**config.mk**
```make
export PLATFORM = sky130hd
export DESIGN_NAME = skc_top
export DESIGN_NICKNAME = d
export VERILOG_FILES = /design/src/shared/skc_pkg.sv /design/src/shared/skc_tmr_if.sv /design/src/verilog/skc_timer.sv /design/src/verilog/skc_top.sv
export SDC_FILE = /design/constraint.sdc
export NUM_CORES = 1
export LEC_CHECK = 0
export BUFFER_PORTS_ARGS = -buffer_cell sky130_fd_sc_hd__buf_2
export CAP_MARGIN = 10
export CORE_MARGIN = 4
export CORE_UTILIZATION = 35
export DETAILED_ROUTE_END_ITERATION = 6
export HOLD_SLACK_MARGIN = 0.1
export PLACE_DENSITY = 0.48
export SETUP_SLACK_MARGIN = 0.02
export SLEW_MARGIN = 15
export SYNTH_ARGS = -nofsm -noshare
export SYNTH_HDL_FRONTEND = slang
export SYNTH_SLANG_ARGS = --single-unit
```
**constraint.sdc**
```tcl
create_clock -name sys_clk -period 3.7 [get_ports sys_clk]
set_input_delay 0 -clock sys_clk [delete_from_list [all_inputs] [get_ports sys_clk]]
set_output_delay 0 -clock sys_clk [all_outputs]
set_load 0.01 [all_outputs]
```
**src/shared/skc_pkg.sv**
```systemverilog
// Purpose: Constants and types for the shutdown and key configuration block
// Assumes: 100 MHz system clock; all timers count in 1 ms ticks
// Notes:   Register offsets are the 9-bit register port addresses
package skc_pkg;
  // Register port
  localparam int          ADDR_W    = 9;
  localparam logic [8:0]  OFS_CFG_I = 9'h10E;
  localparam logic [8:0]  OFS_CFG_J = 9'h10F;
  localparam logic [8:0]  OFS_CFG_K = 9'h110;
  localparam logic [7:0]  RST_CFG_I = 8'h00;
  localparam logic [7:0]  RST_CFG_J = 8'h00;
  localparam logic [7:0]  RST_CFG_K = 8'h00;
  // Field positions, shutdown and key mode register
  localparam int I_CURRENT_LIMIT_SHUTDOWN_ENABLE    = 7;
  localparam int I_INT_FAST  = 6;
  localparam int I_HOST_FAST = 5;
  localparam int I_KEY_POR   = 4;
  localparam int I_DUAL_SD   = 3;
  localparam int I_KEY_SD    = 2;
  localparam int I_KEY_MODE  = 0;
  // Field positions, interface reset and key timing register
  localparam int J_IF_RST    = 7;
  localparam int J_TW_TO     = 6;
  localparam int J_RST_DUR   = 4;
  localparam int J_SHUT_DLY  = 2;
  localparam int J_KEY_DLY   = 0;
  // Power button modes
  localparam logic [1:0] KEY_PORT   = 2'h0;
  localparam logic [1:0] KEY_SWLOCK = 2'h1;
  localparam logic [1:0] KEY_MULTI  = 2'h2;
  localparam logic [1:0] KEY_DEDIC  = 2'h3;
  // Timing: clock rate and times in ms
  localparam int          CLK_KHZ  = 100000;
  localparam logic [16:0] TICK_CYC = 17'(CLK_KHZ);
  localparam int          TMR_W    = 14;
  localparam logic [13:0] ILIM_MS  = 14'd200;
  localparam logic [13:0] TW_MS    = 14'd19;
  // Timer index assignment
  localparam int NT = 5;
  localparam int T_ILIM = 0;
  localparam int T_TW   = 1;
  localparam int T_RST  = 2;
  localparam int T_KEY  = 3;
  localparam int T_DUAL = 4;
  // Controller states
  typedef enum logic {ST_RESET, ST_RUN} skc_state_t;
  // Minimum reset duration in ms
  function automatic logic [13:0] rst_ms(input logic [1:0] sel);
    case (sel)
      2'h0: rst_ms = 14'd20;
      2'h1: rst_ms = 14'd100;
      2'h2: rst_ms = 14'd500;
      default: rst_ms = 14'd1000;
    endcase
  endfunction
  // Lock delay in ms
  function automatic logic [13:0] key_ms(input logic [1:0] sel);
    case (sel)
      2'h0: key_ms = 14'd1000;
      2'h1: key_ms = 14'd1500;
      2'h2: key_ms = 14'd2000;
      default: key_ms = 14'd7000;
    endcase
  endfunction
  // Extra shutdown time in ms
  function automatic logic [13:0] shut_ms(input logic [1:0] sel);
    case (sel)
      2'h0: shut_ms = 14'd0;
      2'h1: shut_ms = 14'd4000;
      2'h2: shut_ms = 14'd5000;
      default: shut_ms = 14'd6000;
    endcase
  endfunction
endpackage

```
**src/shared/skc_tmr_if.sv**
```systemverilog
// Purpose: Carrier between the controller and one millisecond timer
// Assumes: tick is a one-cycle pulse every millisecond
// Notes:   expired is a level, fire a pulse on the first expired cycle
`timescale 1ns/1ps
interface skc_tmr_if;
  logic                      tick;
  logic                      run;
  logic [skc_pkg::TMR_W-1:0] limit;
  logic [skc_pkg::TMR_W-1:0] count;
  logic                      expired;
  logic                      fire;
  modport tmr (input tick, run, limit, output count, expired, fire);
  modport ctl (output tick, run, limit, input count, expired, fire);
endinterface

```
**src/verilog/skc_timer.sv**
```systemverilog
// Purpose: Millisecond hold timer, expires once count passes the limit
// Assumes: run and limit come from logic on the same clock
// Notes:   Count clears whenever run drops; count saturates
`timescale 1ns/1ps
module skc_timer (
  // Clock and reset
  input wire logic sys_clk,
  input wire logic arst_n,
  // Timer carrier
  skc_tmr_if.tmr   t
);
  import skc_pkg::*;

  typedef struct packed {
    logic [TMR_W-1:0] count;
    logic             expired;
    logic             fire;
  } skc_tmr_st_t;

  skc_tmr_st_t s;
  skc_tmr_st_t next_s;

  // Count ticks while running, flag strictly past the limit
  always_comb begin
    next_s = s;
    if (!t.run) begin
      next_s.count = '0;
    end else if (t.tick && (s.count != '1)) begin
      next_s.count = s.count + 1'b1;
    end
    next_s.expired = t.run && (next_s.count > t.limit);
    next_s.fire    = next_s.expired && !s.expired;
  end

  // State register
  always_ff @(posedge sys_clk or negedge arst_n) begin
    if (!arst_n) begin
      s <= '0;
    end else begin
      s <= next_s;
    end
  end

  assign t.count   = s.count;
  assign t.expired = s.expired;
  assign t.fire    = s.fire;
endmodule

```
**src/verilog/skc_top.sv**
```systemverilog
// Purpose: Shutdown, power key and pull configuration of a power controller
// Assumes: Pins and regulator limit flags are asynchronous and synchronised
// Notes:   Timers run on a 1 ms tick; TICK_CYCLES shortens it for simulation
// Function
// With limit shutdown enabled, a regulator in limit over 200 ms turns off the four regulators.
// An internal fault starts the normal sequence, or the fast one if its fast bit is set.
// A host shutdown by bit or pin starts the normal sequence, or the fast one if its fast bit is set.
// With the user mode bit set, a user shutdown is an instant reset that turns off every regulator.
// After such an instant reset, power-up waits until the reset duration has run out.
// Holding both general inputs 14 and 15 shuts down only when the dual-input enable is set.
// A long press of the button shuts down only when the button shutdown enable is set.
// The two-bit mode field picks port, software lock, multi-function or dedicated power key.
// With interface reset enabled, an asserted shutdown pin resets all control interfaces.
// With the timeout enabled, a two-wire clock idle over 19 ms resets that interface.
// The controller stays in reset at least 20, 100, 500 or 1000 ms as the field selects.
// The long-press shutdown threshold is the lock delay plus 0, 4, 5 or 6 s.
// The lock indication rises after the button is held 1, 1.5, 2 or 7 s.
// A clear pull bit disables the pin's pull-down as input and pull-up as open-drain output.
// A set pull bit enables the pull-down as input or pull-up as output; bit n is pin n.
`timescale 1ns/1ps
module skc_top #(
  parameter logic [16:0] TICK_CYCLES = skc_pkg::TICK_CYC
) (
  // Clock and reset
  input  wire logic                       sys_clk,
  input  wire logic                       arst_n,
  // Register port
  input  wire logic [skc_pkg::ADDR_W-1:0] reg_addr,
  input  wire logic                       reg_wr,
  input  wire logic [7:0]                 reg_wdata,
  output logic      [7:0]                 reg_rdata,
  // Pins
  input  wire logic                       power_button_pin_n,
  input  wire logic                       shutdown_request_pin_n,
  input  wire logic                       general_input_fourteen,
  input  wire logic                       general_input_fifteen,
  input  wire logic                       two_wire_scl,
  // Regulator limit flags
  input  wire logic [3:0]                 ldo_in_limit,
  // Same-clock system inputs
  input  wire logic                       internal_fault,
  input  wire logic                       host_shutdown_bit,
  input  wire logic                       sw_powerdown,
  input  wire logic [7:0]                 pin_is_output,
  // Sequencer and regulator controls
  output logic                            ldo_off,
  output logic                            sd_start,
  output logic                            sd_fast,
  output logic                            instant_por,
  output logic                            powerup_ok,
  // Key outputs
  output logic                            button_lock_indication,
  output logic                            partial_powerdown,
  // Interface resets
  output logic                            if_reset,
  output logic                            two_wire_reset,
  // Pull controls
  output logic      [7:0]                 pull_down_en,
  output logic      [7:0]                 pull_up_en
);
  import skc_pkg::*;

  typedef struct packed {
    logic [7:0]  cfg_i;
    logic [7:0]  cfg_j;
    logic [7:0]  cfg_k;
    logic [7:0]  rdata;
    logic [4:0]  p1;
    logic [4:0]  p2;
    logic [3:0]  l1;
    logic [3:0]  l2;
    logic        scl_d;
    logic        shdn_d;
    logic        btn_d;
    logic [16:0] pre;
    logic        tick;
    skc_state_t  state;
    logic        lock;
    logic        ldo_off;
    logic        sd_start;
    logic        sd_fast;
    logic        por;
    logic        part_pd;
    logic        if_rst;
    logic        tw_rst;
    logic [7:0]  pd_en;
    logic [7:0]  pu_en;
  } skc_top_st_t;

  skc_top_st_t s;
  skc_top_st_t next_s;

  logic [TMR_W-1:0] tmr_lim [NT];
  logic [TMR_W-1:0] tmr_cnt [NT];
  logic [NT-1:0]    tmr_run;
  logic [NT-1:0]    tmr_exp;
  logic [NT-1:0]    tmr_fire;

  // Synchronised pin levels, active high
  logic btn;
  logic shdn;
  logic g14;
  logic g15;
  logic scl;
  assign btn  = ~s.p2[0];
  assign shdn = ~s.p2[1];
  assign g14  = s.p2[2];
  assign g15  = s.p2[3];
  assign scl  = s.p2[4];

  // Decoded configuration
  logic [1:0]       mode;
  logic [TMR_W-1:0] lock_ms;
  logic [TMR_W-1:0] long_ms;
  assign mode    = s.cfg_i[I_KEY_MODE +: 2];
  assign lock_ms = key_ms(s.cfg_j[J_KEY_DLY +: 2]);
  assign long_ms = lock_ms + shut_ms(s.cfg_j[J_SHUT_DLY +: 2]);

  // Timer requests
  assign tmr_run[T_ILIM] = s.cfg_i[I_CURRENT_LIMIT_SHUTDOWN_ENABLE] && (|s.l2);
  assign tmr_lim[T_ILIM] = ILIM_MS;
  assign tmr_run[T_TW]   = s.cfg_j[J_TW_TO] && (scl == s.scl_d);
  assign tmr_lim[T_TW]   = TW_MS;
  assign tmr_run[T_RST]  = (s.state == ST_RESET);
  assign tmr_lim[T_RST]  = rst_ms(s.cfg_j[J_RST_DUR +: 2]);
  assign tmr_run[T_KEY]  = btn && (mode != KEY_PORT);
  assign tmr_lim[T_KEY]  = long_ms;
  assign tmr_run[T_DUAL] = s.cfg_i[I_DUAL_SD] && g14 && g15;
  assign tmr_lim[T_DUAL] = long_ms;

  // One timer per hold condition
  for (genvar i = 0; i < NT; i++) begin : g_tmr
    skc_tmr_if tif ();
    assign tif.tick    = s.tick;
    assign tif.run     = tmr_run[i];
    assign tif.limit   = tmr_lim[i];
    assign tmr_cnt[i]  = tif.count;
    assign tmr_exp[i]  = tif.expired;
    assign tmr_fire[i] = tif.fire;
    skc_timer u_tmr (
      .sys_clk (sys_clk),
      .arst_n  (arst_n),
      .t       (tif.tmr)
    );
  end

  // Shutdown causes
  logic key_auto;
  logic key_sd;
  logic user_sd;
  logic host_sd;
  logic lock_ok;
  assign key_auto = (mode == KEY_MULTI) || (mode == KEY_DEDIC);
  assign key_sd   = tmr_fire[T_KEY] && s.cfg_i[I_KEY_SD] && key_auto;
  assign user_sd  = key_sd || tmr_fire[T_DUAL];
  assign host_sd  = host_shutdown_bit || (shdn && !s.shdn_d);
  assign lock_ok  = key_auto || ((mode == KEY_SWLOCK) && sw_powerdown);

  // Next-state logic
  always_comb begin
    next_s          = s;
    // Register writes and registered read data
    if (reg_wr) begin
      case (reg_addr)
        OFS_CFG_I: next_s.cfg_i = reg_wdata;
        OFS_CFG_J: next_s.cfg_j = reg_wdata;
        OFS_CFG_K: next_s.cfg_k = reg_wdata;
        default:   next_s.cfg_k = s.cfg_k;
      endcase
    end
    case (reg_addr)
      OFS_CFG_I: next_s.rdata = s.cfg_i;
      OFS_CFG_J: next_s.rdata = s.cfg_j;
      OFS_CFG_K: next_s.rdata = s.cfg_k;
      default:   next_s.rdata = 8'h00;
    endcase
    // Two-flop synchronisers and edge history
    next_s.p1 = {two_wire_scl, general_input_fifteen,
                 general_input_fourteen, shutdown_request_pin_n,
                 power_button_pin_n};
    next_s.p2     = s.p1;
    next_s.l1     = ldo_in_limit;
    next_s.l2     = s.l1;
    next_s.scl_d  = scl;
    next_s.shdn_d = shdn;
    next_s.btn_d  = btn;
    // Millisecond tick
    next_s.tick = (s.pre == TICK_CYCLES - 17'h00001);
    next_s.pre  = next_s.tick ? 17'h00000 : s.pre + 17'h00001;
    // Lock indication while held past the lock delay
    next_s.lock = tmr_run[T_KEY] && (tmr_cnt[T_KEY] >= lock_ms) &&
                  lock_ok;
    // Dedicated key released after lock but before shutdown time
    next_s.part_pd = (mode == KEY_DEDIC) && s.btn_d && !btn &&
                     s.lock && !tmr_exp[T_KEY];
    // Pulses default low
    next_s.sd_start = 1'b0;
    next_s.por      = 1'b0;
    case (s.state)
      ST_RESET: begin
        if (tmr_exp[T_RST]) begin
          next_s.state = ST_RUN;
        end
      end
      ST_RUN: begin
        if (user_sd && s.cfg_i[I_KEY_POR]) begin
          next_s.por   = 1'b1;
          next_s.state = ST_RESET;
        end else if (internal_fault) begin
          next_s.sd_start = 1'b1;
          next_s.sd_fast  = s.cfg_i[I_INT_FAST];
        end else if (host_sd) begin
          next_s.sd_start = 1'b1;
          next_s.sd_fast  = s.cfg_i[I_HOST_FAST];
        end else if (user_sd) begin
          next_s.sd_start = 1'b1;
          next_s.sd_fast  = 1'b0;
        end
      end
      default: begin
        next_s.state = ST_RESET;
      end
    endcase
    // Limit trip is sticky; a new trip wins over any clear
    next_s.ldo_off = tmr_fire[T_ILIM] ||
                     (s.ldo_off && s.cfg_i[I_CURRENT_LIMIT_SHUTDOWN_ENABLE] && !next_s.por);
    // Interface resets
    next_s.if_rst = s.cfg_j[J_IF_RST] && shdn;
    next_s.tw_rst = tmr_fire[T_TW];
    // Pull enables per pin direction
    next_s.pd_en = s.cfg_k & ~pin_is_output;
    next_s.pu_en = s.cfg_k & pin_is_output;
  end

  // State register
  always_ff @(posedge sys_clk or negedge arst_n) begin
    if (!arst_n) begin
      s       <= '0;
      s.cfg_i <= RST_CFG_I;
      s.cfg_j <= RST_CFG_J;
      s.cfg_k <= RST_CFG_K;
      s.p1    <= 5'h13;
      s.p2    <= 5'h13;
      s.scl_d <= 1'b1; // Idle clock line is high, no false edge
      s.state <= ST_RESET;
    end else begin
      s <= next_s;
    end
  end

  // Outputs
  assign reg_rdata              = s.rdata;
  assign ldo_off                = s.ldo_off;
  assign sd_start               = s.sd_start;
  assign sd_fast                = s.sd_fast;
  assign instant_por            = s.por;
  assign powerup_ok             = (s.state == ST_RUN);
  assign button_lock_indication = s.lock;
  assign partial_powerdown      = s.part_pd;
  assign if_reset               = s.if_rst;
  assign two_wire_reset         = s.tw_rst;
  assign pull_down_en           = s.pd_en;
  assign pull_up_en             = s.pu_en;
endmodule

```
==> results.yml <==
yosys:
  ys_seq_area_frac: 0.461
  synth_area_leader_cell: "dfrtp_1"
  post-synth-top-count-cell: "dfrtp_1"
  synth_area_um2: 9520
  ys_types: 73
  async_reset_ff_frac: 1.00
  syn_area_per_cell_um2: 10.2
  syn_inst: 930
  synth_seq_cells: 175
  synth_top_area_share: 0.442
  syn-num-nets: 1031
  yosys-top-cells-area: "dfrtp_1 (44%), ha_1 (8.0%), nor2_1 (4.0%)"
  yosysWarnings: 0
  netlist_top_cells_count: "dfrtp_1 (168), nor2_1 (102), ha_1 (61)"
  synthFlopType: "dfrtp_1"
  synth_edf_count: 0
power:
  powerDensity_nw_per_um2: 360
  p_leak_nw: 5.23
  max-vdd-ir-drop_uv: 292
  clockPowerShare: 0.468
  internal-power_mw: 3.12
  pwr-share-seq: 0.482
  p_sw_uw: 924
  finalPower_mw: 4.05
  p_sw_frac: 0.228
  pwr-share-comb: 0.050
critical_path:
  worstPathArrival_ns: 3.79
  crit_type: "reg2reg"
  critical_path_buf_inv_count: 1
  path_max_fanout: 6
  startpoint_type: "flop"
  max_stage_delay_ns: 0.49
  critPathCaptureType: "flop"
  cp_common_cell: "ha_1"
  slowest_stage: "or4_4"
  crit_chain: "ha_1 > and4_1 > nor4b_4 > buf_4 > nor4_1 > xnor2_1 > nor2_1 > ha_1 > nand4_1 > or4_4 > o31a_1 > a2111oi_2"
  cpLargestDelayFamily: "simple AND/OR/NAND/NOR gates"
  critPathRequiredTime_ns: 4.01
clock_tree:
  clkLatencyLatePin_ns: 0.43
  root_buffer: "clkbuf_16"
  cts_buffer_depth: 2
  cts_tree: "built"
  numCtsBuffers: 17
  h-tree-depth: 4
  cts_num_sinks: 175
  path_clk_slew_ns: 0.07
placement:
  io_buffer_count: 72
  place.gp.congestion: 0.843
  dp_hpwl_mm: 16.6
floorplan:
  die_w_um: 173
  die_area_um2: 29900
  start_util: 0.354
  core-area_um2: 26900
  row_count: 60
  io_pins: 73
  dieHeight_um: 173
global_route:
  grt_pass1_vias: 7252
  grt_pass1_wl_mm: 37.6
  antenna_found_initial: 0
  gr-total-overflow: 0
  grt_max_degree: 117
  grt_usage: 0.152
finish:
  syn_to_final_growth_pct: 18.0
  drive_gt1_frac: 0.181
  nets: 1135
  diodes: 0
  nFillCells: 2652
drt:
  vias_per_cell: 5.12
  routedWlPerCell_um: 16.2
  drt_iter0_markers: 390
  first_pass_iters: 6
  remaining_drc_errors: 0
  final_antenna_net_count: 0
  wl_mm: 22.5
  via_count: 7113
sta:
  finalClockSkew_ns: 0.0163
  max_slew_margin: 0.372
  rsz0062_at_grt: "false"
  worstMarginPinSlew_ns: 0.941
  finalMaxSlewViolations: 0
  setup_tns_ns: 0
  max_freq_mhz: 288
  period_needed_ns: 3.48
  hold_violations: 0
  setup-violations-final: 0
  fin_crit_sh: 0.940
min_path:
  hp-class: "in2reg"
job:
  max_cap_violations: 0
outcome:
  status: "complete, no violations"
==> layer usage <==
metal / up-vias / wire length (µm) / global-route usage
met5: - / 0 / 0
met3: 11 / 696 / 0.0313
met1: 3467 / 11200 / 0.216
li1: 3528 / - / -
met4: 0 / 137 / 0.0236
met2: 107 / 10400 / 0.247
==> worst reg2reg max path: stages (launching register included) <==
cell       delay [ns]
dfrtp_1          0.44
ha_1             0.27
and4_1           0.24
nor4b_4          0.15
buf_4            0.15
nor4_1           0.29
xnor2_1          0.16
nor2_1           0.09
ha_1             0.33
nand4_1          0.11
or4_4            0.49
o31a_1           0.28
a2111oi_2        0.35
==> cells by family after synthesis <==
| group | Yosys count | synth area share |
|---|---|---|
| multiplexers | 34 | 0.0393 |
| XOR/XNOR | 71 | 0.0653 |
| flip-flops | 175 | 0.461 |
| adder cells (fa/ha/maj) | 61 | 0.0802 |
| AND/OR/NAND/NOR | 354 | 0.193 |
| buffers and inverters | 89 | 0.0447 |
| AO/OA/AOI/OAI | 146 | 0.117 |
==> timing repair <==
item	4_1_cts	5_1_grt
hold buffers	29	0
endpoints found under the hold margin	162	0
gates resized for setup	0	11
setup endpoints to repair	0	4
buffers inserted	0	1
==> metrics by stage <==
stage	area [µm²]	setup WS, ns	cells	hold slack, ns	util
final	11200	0.223	1388	0.130	0.418
after global routing	11200	0.0101	1388	0.156	0.418
after CTS	11200	0.0477	1387	0.105	0.416
after detailed placement	10300	0.0607	1326	0.106	0.382
after global placement	10300	0.188	1326	0.107	0.382
after floorplan	9520	0.322	930	-0.296	-
==> layout by cell type, fill, tap and decap left out, types with 4 or more instances in the layout <==
cell type | synthesis | final
dfrtp_1 | 168 | 167
nor2_1 | 102 | 102
buf_2 | 1 | 71
nand2_1 | 59 | 59
ha_1 | 61 | 59
inv_1 | 47 | 47
xor2_1 | 37 | 37
xnor2_1 | 34 | 34
nand3_1 | 33 | 33
dlygate4sd3_1 | 0 | 29
mux2_2 | 27 | 27
nand4_1 | 25 | 25
a21oi_1 | 23 | 23
buf_4 | 24 | 23
and3_1 | 18 | 18
o21ai_0 | 17 | 17
clkbuf_16 | 0 | 17
nor2b_1 | 16 | 16
and2_1 | 15 | 15
nor3_1 | 13 | 13
and4_1 | 12 | 12
a31oi_1 | 12 | 12
nand2b_1 | 11 | 11
nor4_1 | 12 | 11
or4_1 | 9 | 9
a222oi_1 | 8 | 8
or2_2 | 7 | 7
mux2i_1 | 7 | 7
o211ai_1 | 7 | 7
dfstp_2 | 7 | 7
or3_1 | 6 | 6
o21bai_1 | 6 | 6
o21a_1 | 6 | 6
a21o_1 | 6 | 6
clkbuf_8 | 0 | 6
nor3b_1 | 5 | 5
a211oi_1 | 6 | 5
o311a_1 | 4 | 4
a2111oi_2 | 2 | 4
==> power by group through the flow <==
stage | logic (mW) | registers, mW | clock network (mW)
after global placement | 0.182 | 1.99 | 0
after global routing | 0.232 | 1.95 | 2.03
after CTS | 0.207 | 1.95 | 1.95
after floorplan | 0.0862 | 1.98 | 0
final | 0.204 | 1.95 | 1.89
after detailed placement | 0.183 | 1.99 | 0
==> final timing paths <==
path	from	to	slack [ns]	cells past startpoint
worst max-delay path	g_tmr[3].u_tmr.t.count[0]	g_tmr[3].u_tmr.t.fire	0.22	12
worst min-delay path	host_shutdown_bit	sd_fast	0.13	4
min in group asynchronous	arst_n	g_tmr[2].u_tmr.t.count[10]	0.23	2
worst min register to register	next_s[47]	s[47]	0.35	0
worst max register to register	g_tmr[3].u_tmr.t.count[0]	g_tmr[3].u_tmr.t.fire	0.22	12
max in group asynchronous	arst_n	next_s[54]	2.58	3
==> flip-flops by register name, indices dropped and copies added (netlist names), 2 cells and up <==
name	cells
g_tmr.u_tmr.t.count	70
s	48
next_s	10
pull_down_en	8
pull_up_en	8
reg_rdata	8
g_tmr.u_tmr.t.expired	5
g_tmr.u_tmr.t.fire	4
mode	2
==> layout make-up <==
| cell class | count | area [µm²] | area share |
|---|---|---|---|
| clock buffers | 23 | 498 | 0.0443 |
| well taps | 341 | 427 | 0.0380 |
| multi-input cells | 666 | 4760 | 0.424 |
| flip-flops and latches | 175 | 4390 | 0.391 |
| clock inverters | 9 | 123 | 0.0109 |
| repair buffers | 125 | 852 | 0.0758 |
| inverters | 49 | 184 | 0.0164 |
(Power assumes the default switching activity.)
